**config.mk**
```make
export PLATFORM = sky130hd
export DESIGN_NAME = asp_port
export DESIGN_NICKNAME = d
export VERILOG_FILES = /design/src/rtl/asp_pkg.sv /design/src/rtl/asp_port.sv
export SDC_FILE = /design/constraint.sdc
export NUM_CORES = 1
export LEC_CHECK = 0
export ABC_AREA = 1
export ABC_CLOCK_PERIOD_IN_PS = 2000
export BUFFER_PORTS_ARGS = -buffer_cell sky130_fd_sc_hd__buf_2
export CAP_MARGIN = 20
export CORE_MARGIN = 10
export CORE_UTILIZATION = 30
export CTS_BUF_LIST = sky130_fd_sc_hd__clkbuf_8
export DETAILED_ROUTE_END_ITERATION = 10
export GPL_TIMING_DRIVEN = 1
export SKIP_LAST_GASP = 1
export SLEW_MARGIN = 20
export SYNTH_ARGS = -nofsm -noshare
export SYNTH_HDL_FRONTEND = slang
export SYNTH_SLANG_ARGS = --single-unit
```
**constraint.sdc**
```tcl
create_clock -name clk_i -period 2 [get_ports clk_i]
set_input_delay 0.1 -clock clk_i [delete_from_list [all_inputs] [get_ports clk_i]]
set_output_delay 0.1 -clock clk_i [all_outputs]
set_load 0.01 [all_outputs]
```
**src/rtl/asp_pkg.sv**
```systemverilog
// Purpose: Constants and types for the serial readout port of a 10-bit sampling converter.
// Assumes: One 50 MHz clock; chip select, serial clock and frame sync already synchronous.
// Notes:   Host-controller mode only; the frame-sync driven mode is only detected.
//
// How it works
// - Serial clock edges after select start conversion
// - Sample from first rise to sixth zero
// - Six nulls, then result bits on rises
// - Decide on rise, output one bit later
// - Sixteen clocks per frame, gap under 100us
// - Powerdown at 16th fall, wake on 17th
// - Frame sync sampled twice; both high selects host
// - Select rising early aborts the cycle
// - Select high tristates and powers down
// - Frame is six zeros then ten bits
// - Result is ten bits wide
package asp_pkg;

  // Frame layout
  localparam int unsigned ASP_RES_W       = 10;
  localparam int unsigned ASP_NULL_BITS   = 6;
  localparam int unsigned ASP_FRAME_BITS  = 16;
  localparam int unsigned ASP_CNT_W       = 5;
  localparam logic [4:0]  ASP_CNT_RST     = 5'h00;
  localparam logic [4:0]  ASP_SLOT_FIRST  = 5'h01;
  localparam logic [4:0]  ASP_SLOT_NULL   = 5'h06;
  localparam logic [4:0]  ASP_SLOT_LAST   = 5'h10;
  localparam logic [4:0]  ASP_SLOT_DLAST  = 5'h0F;

  // Two-entry decision buffer
  localparam int unsigned ASP_BUF_W       = 1;
  localparam int unsigned ASP_BUF_DEPTH   = 2;
  localparam logic [1:0]  ASP_BUF_CNT_RST = 2'h0;

  // Pause allowed between two clock groups
  localparam int unsigned ASP_CLK_MHZ     = 50;
  localparam int unsigned ASP_GAP_US      = 100;
  localparam int unsigned ASP_GAP_CYC     = ASP_GAP_US * ASP_CLK_MHZ;
  localparam int unsigned ASP_GAP_W       = 16;
  localparam logic [15:0] ASP_GAP_RST     = 16'h0000;

  // Port state
  typedef enum logic [2:0] {
    ASP_OFF   = 3'b000,
    ASP_LATCH = 3'b001,
    ASP_RUN   = 3'b010,
    ASP_PWDN  = 3'b011,
    ASP_FSYNC = 3'b100
  } asp_state_e;

endpackage

```
**src/rtl/asp_port.sv**
```systemverilog
// Purpose: Serial readout port in host-controller mode with a two-entry decision buffer.
// Assumes: Pins sampled on clk_i; the converter core answers each decide pulse with one bit.
// Notes:   The serial data pin is split into data and output enable.
//          Outputs other than the handshake ones and the state decodes sdo_oe_o and powerdown_o come straight from flip-flops.
//          Only the frame-sync level around the select edge decides the mode.
`timescale 1ns/10ps

module asp_port #(
  parameter int unsigned GAP_CYCLES = asp_pkg::ASP_GAP_CYC
) (
  input  wire logic                             clk_i,
  input  wire logic                             sys_rst_i,
  input  wire logic                             cs_n_i,
  input  wire logic                             sclk_i,
  input  wire logic                             frame_sync_in_i,
  output logic                                  sdo_o,
  output logic                                  sdo_oe_o,
  output logic                                  sample_o,
  output logic                                  decide_o,
  output logic                                  sar_clear_o,
  output logic                                  powerdown_o,
  output logic                                  host_mode_o,
  output logic                                  gap_err_o,
  input  wire logic                             dec_valid_i,
  input  wire logic [asp_pkg::ASP_BUF_W-1:0]    dec_bit_i,
  output logic                                  dec_ready_o
);
  import asp_pkg::*;

  // Frame walk, one serial clock rise per slot:
  //   select fall     -> latch state, driver on, first mode sample taken
  //   next cycle      -> second mode sample, run state when both are high
  //   rise 1          -> conversion start pulse, track window opens, zero out
  //   rises 2 to 5    -> further leading zeros while the input is tracked
  //   rise 6          -> sixth zero, track window closes, first decision asked
  //   rises 7 to 15   -> one result bit out and the next decision asked
  //   rise 16         -> least significant bit out, no decision left
  //   fall 16         -> auto powerdown, driver stays on while selected
  //   rise 17         -> wakes the port and counts as rise 1 of a new frame
  //   select rise     -> counters, buffer and data flushed, driver off, port powered down
  // Decisions are buffered two deep so a core that answers late still
  // lines up with the slot that shifts the bit out; an empty buffer at a
  // data slot sends a zero rather than stalling the serial clock, which
  // the master owns and cannot be held.
  // The pause watch only runs inside a frame, timing each wait between serial clock rises,
  // so an idle select or a parked powerdown never raises the flag.
  // Core side: decide_o asks for one bit, the core answers with valid and
  // a bit, and dec_ready_o drops while the buffer is full or deselected.
  // Pushes that arrive while deselected are dropped with the flush.
  // A select rise at any point is an abort: counters, buffer and track window
  // return to rest, so a truncated read leaves nothing behind for the next one.

  // Registered state and pointers, plus the combinational next state
  asp_state_e           state;
  asp_state_e           next_state;
  logic                 cs_prev;
  logic                 sclk_prev;
  logic                 fs_first;
  logic [ASP_CNT_W-1:0] slot;
  logic [ASP_GAP_W-1:0] gap_cnt;
  logic [ASP_BUF_W-1:0] buf_mem [ASP_BUF_DEPTH];
  logic                 buf_wp;
  logic                 buf_rp;
  logic [1:0]           buf_cnt;

  // Decoded control, all driven by continuous assignments
  logic                 cs_fall;
  logic                 sclk_rise;
  logic                 sclk_fall;
  logic                 in_run;
  logic                 first_edge;
  logic                 run_rise;
  logic                 next_is_dat;
  logic                 decide_now;
  logic                 frame_end;
  logic                 abort;
  logic                 buf_full;
  logic                 buf_empty;
  logic                 buf_push;
  logic                 buf_pop;
  logic [ASP_BUF_W-1:0] buf_head;
  logic                 gap_hit;
  logic                 next_sdo;

  // Edge decode of the synchronous pins
  assign cs_fall   = cs_prev & ~cs_n_i;
  assign sclk_rise = sclk_i & ~sclk_prev;
  assign sclk_fall = ~sclk_i & sclk_prev;

  // Frame position decode
  assign in_run      = (state == ASP_RUN);
  assign first_edge  = sclk_rise & ((in_run & (slot == ASP_CNT_RST)) | (state == ASP_PWDN));
  assign run_rise    = sclk_rise & in_run & (slot != ASP_CNT_RST);
  assign next_is_dat = run_rise & (slot >= ASP_SLOT_NULL) & (slot < ASP_SLOT_LAST);
  assign decide_now  = run_rise & (slot >= ASP_SLOT_FIRST) & (slot < ASP_SLOT_LAST)
                     & (slot + 5'h01 >= ASP_SLOT_NULL) & (slot + 5'h01 <= ASP_SLOT_DLAST);
  assign frame_end   = sclk_fall & in_run & (slot == ASP_SLOT_LAST);
  assign abort       = cs_n_i;

  // Buffer handshake
  assign buf_full  = (buf_cnt == 2'(ASP_BUF_DEPTH));
  assign buf_empty = (buf_cnt == ASP_BUF_CNT_RST);
  assign buf_push  = dec_valid_i & ~buf_full & ~abort;
  assign buf_pop   = next_is_dat & ~buf_empty;
  assign buf_head  = buf_mem[buf_rp];

  // Bit for the next data slot; an empty buffer sends a zero
  assign next_sdo  = buf_empty ? 1'b0 : buf_head[0];

  assign dec_ready_o = ~buf_full & ~abort;

  // Pin and status outputs from state, decide pulse from the edge decode
  assign sdo_oe_o    = (state == ASP_LATCH) | in_run | (state == ASP_PWDN);
  assign powerdown_o = ~in_run;
  assign decide_o    = decide_now;

  // Next state
  always_comb begin
    next_state = state;
    case (state)
      ASP_OFF: begin
        if (cs_fall) begin
          next_state = ASP_LATCH;
        end
      end
      ASP_LATCH: begin
        if (fs_first & frame_sync_in_i) begin
          next_state = ASP_RUN;
        end else begin
          next_state = ASP_FSYNC;
        end
      end
      ASP_RUN: begin
        if (frame_end) begin
          next_state = ASP_PWDN;
        end
      end
      ASP_PWDN: begin
        if (sclk_rise) begin
          next_state = ASP_RUN;
        end
      end
      ASP_FSYNC: begin
        // Other mode is not built: park with the driver off until select rises
        next_state = ASP_FSYNC;
      end
      default: begin
        next_state = ASP_OFF;
      end
    endcase
    if (abort) begin
      next_state = ASP_OFF;
    end
  end

  // State register
  always_ff @(posedge clk_i) begin
    if (sys_rst_i) begin
      state <= ASP_OFF;
    end else begin
      state <= next_state;
    end
  end

  // Pin history for edge detection; idle levels so no false edge after reset
  always_ff @(posedge clk_i) begin
    if (sys_rst_i) begin
      cs_prev   <= 1'b1;
      sclk_prev <= 1'b0;
    end else begin
      cs_prev   <= cs_n_i;
      sclk_prev <= sclk_i;
    end
  end

  // First mode sample at the select edge
  always_ff @(posedge clk_i) begin
    if (sys_rst_i) begin
      fs_first <= 1'b0;
    end else if (cs_fall) begin
      fs_first <= frame_sync_in_i;
    end
  end

  // Second sample one cycle later; both must read high for host mode
  always_ff @(posedge clk_i) begin
    if (sys_rst_i) begin
      host_mode_o <= 1'b0;
    end else if (cs_fall) begin
      host_mode_o <= 1'b0;
    end else if (state == ASP_LATCH) begin
      host_mode_o <= fs_first & frame_sync_in_i;
    end
  end

  // Slot counter, one step per serial clock rise
  always_ff @(posedge clk_i) begin
    if (sys_rst_i || abort) begin
      slot <= ASP_CNT_RST;
    end else if (first_edge) begin
      slot <= ASP_SLOT_FIRST;
    end else if (run_rise && slot < ASP_SLOT_LAST) begin
      slot <= slot + 5'h01;
    end
  end

  // Conversion start pulse to the core
  always_ff @(posedge clk_i) begin
    if (sys_rst_i) begin
      sar_clear_o <= 1'b0;
    end else begin
      sar_clear_o <= first_edge;
    end
  end

  // Track window: first rise up to the rise sending the sixth zero
  always_ff @(posedge clk_i) begin
    if (sys_rst_i || abort) begin
      sample_o <= 1'b0;
    end else if (first_edge) begin
      sample_o <= 1'b1;
    end else if (run_rise && slot + 5'h01 == ASP_SLOT_NULL) begin
      sample_o <= 1'b0;
    end
  end

  // Serial data: zeros in null slots, buffered decisions afterwards
  always_ff @(posedge clk_i) begin
    if (sys_rst_i || abort) begin
      sdo_o <= 1'b0;
    end else if (first_edge) begin
      sdo_o <= 1'b0;
    end else if (next_is_dat) begin
      sdo_o <= next_sdo;
    end else if (run_rise) begin
      sdo_o <= 1'b0;
    end
  end

  // Buffer storage, one generate slot per entry
  genvar gi;
  generate
    for (gi = 0; gi < ASP_BUF_DEPTH; gi++) begin : g_buf
      always_ff @(posedge clk_i) begin
        if (sys_rst_i) begin
          buf_mem[gi] <= '0;
        end else if (buf_push && buf_wp == 1'(gi)) begin
          buf_mem[gi] <= dec_bit_i;
        end
      end
    end
  endgenerate

  // Write pointer, flushed when a cycle ends early or a frame starts
  always_ff @(posedge clk_i) begin
    if (sys_rst_i || abort || first_edge) begin
      buf_wp <= 1'b0;
    end else begin
      buf_wp <= buf_wp ^ buf_push;
    end
  end

  // Read pointer, flushed alongside the write pointer
  always_ff @(posedge clk_i) begin
    if (sys_rst_i || abort || first_edge) begin
      buf_rp <= 1'b0;
    end else begin
      buf_rp <= buf_rp ^ buf_pop;
    end
  end

  // Fill count; a push and a pop in one cycle leave it unchanged
  always_ff @(posedge clk_i) begin
    if (sys_rst_i || abort || first_edge) begin
      buf_cnt <= ASP_BUF_CNT_RST;
    end else begin
      buf_cnt <= buf_cnt + 2'(buf_push) - 2'(buf_pop);
    end
  end

  // Pause limit reached
  assign gap_hit = (gap_cnt >= ASP_GAP_W'(GAP_CYCLES));

  // Pause counter, running only while a frame waits for its next rise
  always_ff @(posedge clk_i) begin
    if (sys_rst_i || cs_fall) begin
      gap_cnt <= ASP_GAP_RST;
    end else if (!in_run || sclk_rise || slot == ASP_CNT_RST) begin
      gap_cnt <= ASP_GAP_RST;
    end else if (!gap_hit) begin
      gap_cnt <= gap_cnt + 16'h0001;
    end
  end

  // Sticky pause flag, cleared only by the next select fall
  always_ff @(posedge clk_i) begin
    if (sys_rst_i || cs_fall) begin
      gap_err_o <= 1'b0;
    end else if (in_run && gap_hit) begin
      gap_err_o <= 1'b1;
    end
  end

endmodule // asp_port

```
==> results.txt <==
The run finished with clean final reports. STA classifies the critical path startpoint as a register. Clock tree synthesis found a total of 38 sinks. The I/O pin count is 16.

The peak supply drop is between 0.3 and 0.4 mV. For the pin with the worst max-slew slack, the measured transition is 407 ps. The number of antenna repair diodes is 0. The portion of synthesized cell area occupied by the leading cell type came out at between 30% and 40%. Setup repair after global routing could not meet its margin everywhere. The total track usage is under 10%. The filler cell count came out at between 700 and 800.

In this run, synthesis inferred 2 flip-flops with an integrated enable. The count of H-tree levels built during CTS came out at 2. In this run the horizontal extent of the chip is 104 µm. Along the worst path, the maximum fanout reaches 5. The tightest min-delay check is of the in -> reg type. The total of endpoints with negative setup slack in the final report is 0. The total power of the final layout came out at ~0.0013 W. Dividing the detail-routed wire length by the instance count gives roughly 10 µm. The net count of the mapped netlist is approximately 310. The worst setup skew after layout came out at roughly 3.6 ps. Max-cap violations in this run came to 0. The buffer cell driving the clock tree root is clkbuf_8. STA puts the critical path data required time at about 2200 ps.

The cell with the most instances after synthesis is nand2_1. The netlist uses 28 different library cells. Dividing the final minimum period by the clock period gives between 90 and 100%. The clock latency at the later pin of the worst-skew pair is between 200 and 300 ps. The synthesis warning total came out at 0. Summed over all layers, the routed wires come to ~4.3 mm.

The power per standard cell area came out at roughly 550 mW/mm². Relative to the synthesized area, the layout overhead comes to 15.9%. The total DRC errors in the routed layout is 0. Across all register-to-register paths, the minimum setup slack is 90 ps. In this run the vertical extent of the chip is approximately 100 µm. The dominant register cell in the synthesized netlist is dfxtp_1.

The cell taking the most area after synthesis is dfxtp_1. The violation count after the first detailed-route iteration came out at 58. The max-slew violation count came out at 0. STA classifies the critical path endpoint as a register. The fraction of final layout cells with drive strength greater than 1 is 20.6%. The analysis attributes to cell leakage a power of approximately 1 nW. The sum of net half-perimeters after detailed placement is roughly 3.3 mm. The mean instance size in the synthesized netlist is around 7.3 µm². The final standard cell utilization of the core came out at around 36%. The initial utilization of the core area, before any placement, comes to 30.8%. Across all layers, the routed design uses approximately 1800 vias. The wire length of the first global-routing pass is around 7.8 mm.

The post-detailed-route via-to-cell ratio came out at approximately 4.4. The setup path with the least slack is of type reg -> reg. The post-layout net count came out at approximately 330.

The shortest period the worst path allows is ~1900 ps. The number of antenna violations at the first check in global routing is 0. The total count of hold-check failures in the final report is 0. Port buffering added 15 buffers. The die area is 0.0107 mm².

Routability-driven placement finished with a final weighted congestion of around 0.85. The clock tree from TritonCTS is done. The critical path arrival is ~2100 ps. The cell area that synthesis handed to floorplanning was approximately 0.0021 mm². The final antenna-violating net count came out at 0.

The number of cell rows is 30. The register bit total from synthesis came out at 38. Entering global routing, the biggest net connects 16 pins. The overall overflow remaining after global route came out at 0. The post-synthesis instance total came out at approximately 290. The first detailed-routing pass took 4 iterations. The number of global-route vias before repair is approximately 1800.

For this run, asynchronously set or reset flops after synthesis account for 0%. The standard cell core area is ~0.0068 mm². The maximum clock rate is 0.524 GHz. Sorting the synthesized cells by area gives the leading types as dfxtp_1 34%, nand2_1 12%, inv_1 7.7%.

The headroom to the max-slew limit is ~73%. The proportion of synthesized chip area in sequential cells is 37.3%. Sorting the synthesized cells by how often they occur yields 67 x nand2_1, 43 x inv_1, 36 x dfxtp_1. The clock slew seen by the registers of the worst setup and hold paths is approximately 70 ps.

The clock passes through at most 2 buffers. The number of buffers created by CTS came out at 5.
[per-stage QoR]
step | instances | cell area (µm²) | setup slack [ps] | hold WS (ps) | TNS [ps]
floorplan | 288 | 2090 | 17.8 | 169 | 0
global placement | 403 | 2310 | 120 | 365 | 0
detailed placement | 403 | 2310 | 68.2 | 370 | 0
CTS | 411 | 2390 | 41.0 | 62.1 | 0
global route | 412 | 2420 | -28.6 | 68.6 | -38.0
finish | 412 | 2420 | 91.3 | 71.6 | 0
[path summary, 6_finish.rpt]
| kind | to | depth (start not counted) | start |
|---|---|---|---|
| worst max-delay path | buf_cnt[1] | 12 | slot[1] |
| worst min-delay path | fs_first | 2 | sys_rst_i |
| worst max register to register | buf_cnt[1] | 12 | slot[1] |
| worst min register to register | gap_cnt[15] | 2 | gap_cnt[15] |
[state kept, by name, summed over array words and instances, names as in the netlist]
signal	count
gap_cnt	16
sample_o	1
fs_first	1
buf_rp	1
buf_wp	1
sdo_o	1
state	3
cs_prev	1
slot	5
sclk_prev	1
host_mode_o	1
buf_cnt	2
buf_mem	2
sar_clear_o	1
gap_err_o	1
[worst max-delay path: stages, from the launching register on]
cell and delay, ps:
dfxtp_4 360, inv_1 80, ha_1 140, inv_1 40
nor2_2 80, nand2_2 80, nand4_4 100, nor2_2 50
ha_1 270, inv_1 40, ha_1 170, or2_2 310
a21oi_2 130
[layout make-up]
type	count	area [µm²]	share of cell area, %
clock buffers	5	68.8	2.84
inverters	45	169	6.97
multi-input cells	202	1130	46.7
flip-flops and latches	38	786	32.4
repair buffers	23	135	5.57
well taps	96	120	4.95
clock inverters	3	12.5	0.516
[cells in the final DEF (no fill, tap or decap)]
cell / Yosys / layout
nand2_1: 67 / 67
inv_1: 43 / 42
dfxtp_1: 36 / 34
nor2_1: 33 / 31
nand3_1: 20 / 19
a21oi_1: 19 / 18
buf_2: 0 / 15
ha_1: 10 / 10
nand4_1: 8 / 8
a21oi_2: 7 / 8
buf_4: 1 / 8
nand2_2: 6 / 6
nor2_2: 4 / 6
xor2_1: 6 / 5
o21ai_0: 6 / 5
clkbuf_8: 0 / 5
inv_2: 2 / 4
nor3_1: 4 / 4
nor2_4: 2 / 2
xnor2_1: 2 / 2
edfxtp_1: 2 / 2
nor2_8: 1 / 1
o21ai_1: 0 / 1
nand4_4: 1 / 1
xor2_2: 0 / 1
and3_1: 1 / 1
nand3_2: 0 / 1
nand2_4: 1 / 1
nor3_4: 1 / 1
nand3b_1: 1 / 1
mux2_2: 1 / 1
or2_2: 1 / 1
clkinv_2: 0 / 1
clkinv_1: 0 / 1
dfxtp_2: 0 / 1
dfxtp_4: 0 / 1
[cell families (layout without fill, tap and decap cells)]
kind of cell,after synthesis,after routing,synth area share (%)
XOR/XNOR,8,8,3.35
flip-flops,38,38,37.3
adder cells (fa/ha/maj),10,10,5.98
AND/OR/NAND/NOR,151,151,34.4
buffers and inverters,48,76,9.51
AO/OA/AOI/OAI,32,32,8.91
multiplexers,1,1,0.538
[power breakdown]
group | total (W) | internal, W | switching, W
Clock | 0.000496 | 0.000235 | 0.000261
Combinational | 0.0000554 | 0.0000188 | 0.0000366
Sequential | 0.000776 | 0.000770 | 0.00000620
Total | 0.00133 | 0.00102 | 0.000304
[what timing repair did]
item | in CTS | in global routing
resized for setup | 1 | 10
setup buffers | 0 | 1
setup endpoints to repair | 1 | 2
hold buffers | 0 | 0
pin swaps | 0 | 1
[per-layer routing]
metal  global-route usage [%]  wire (µm)
met3                     3.10        168
met4                     1.92         24
met5                        0          0
met1                     9.85       2090
met2                     13.8       2020
(Power assumes the default switching activity.)
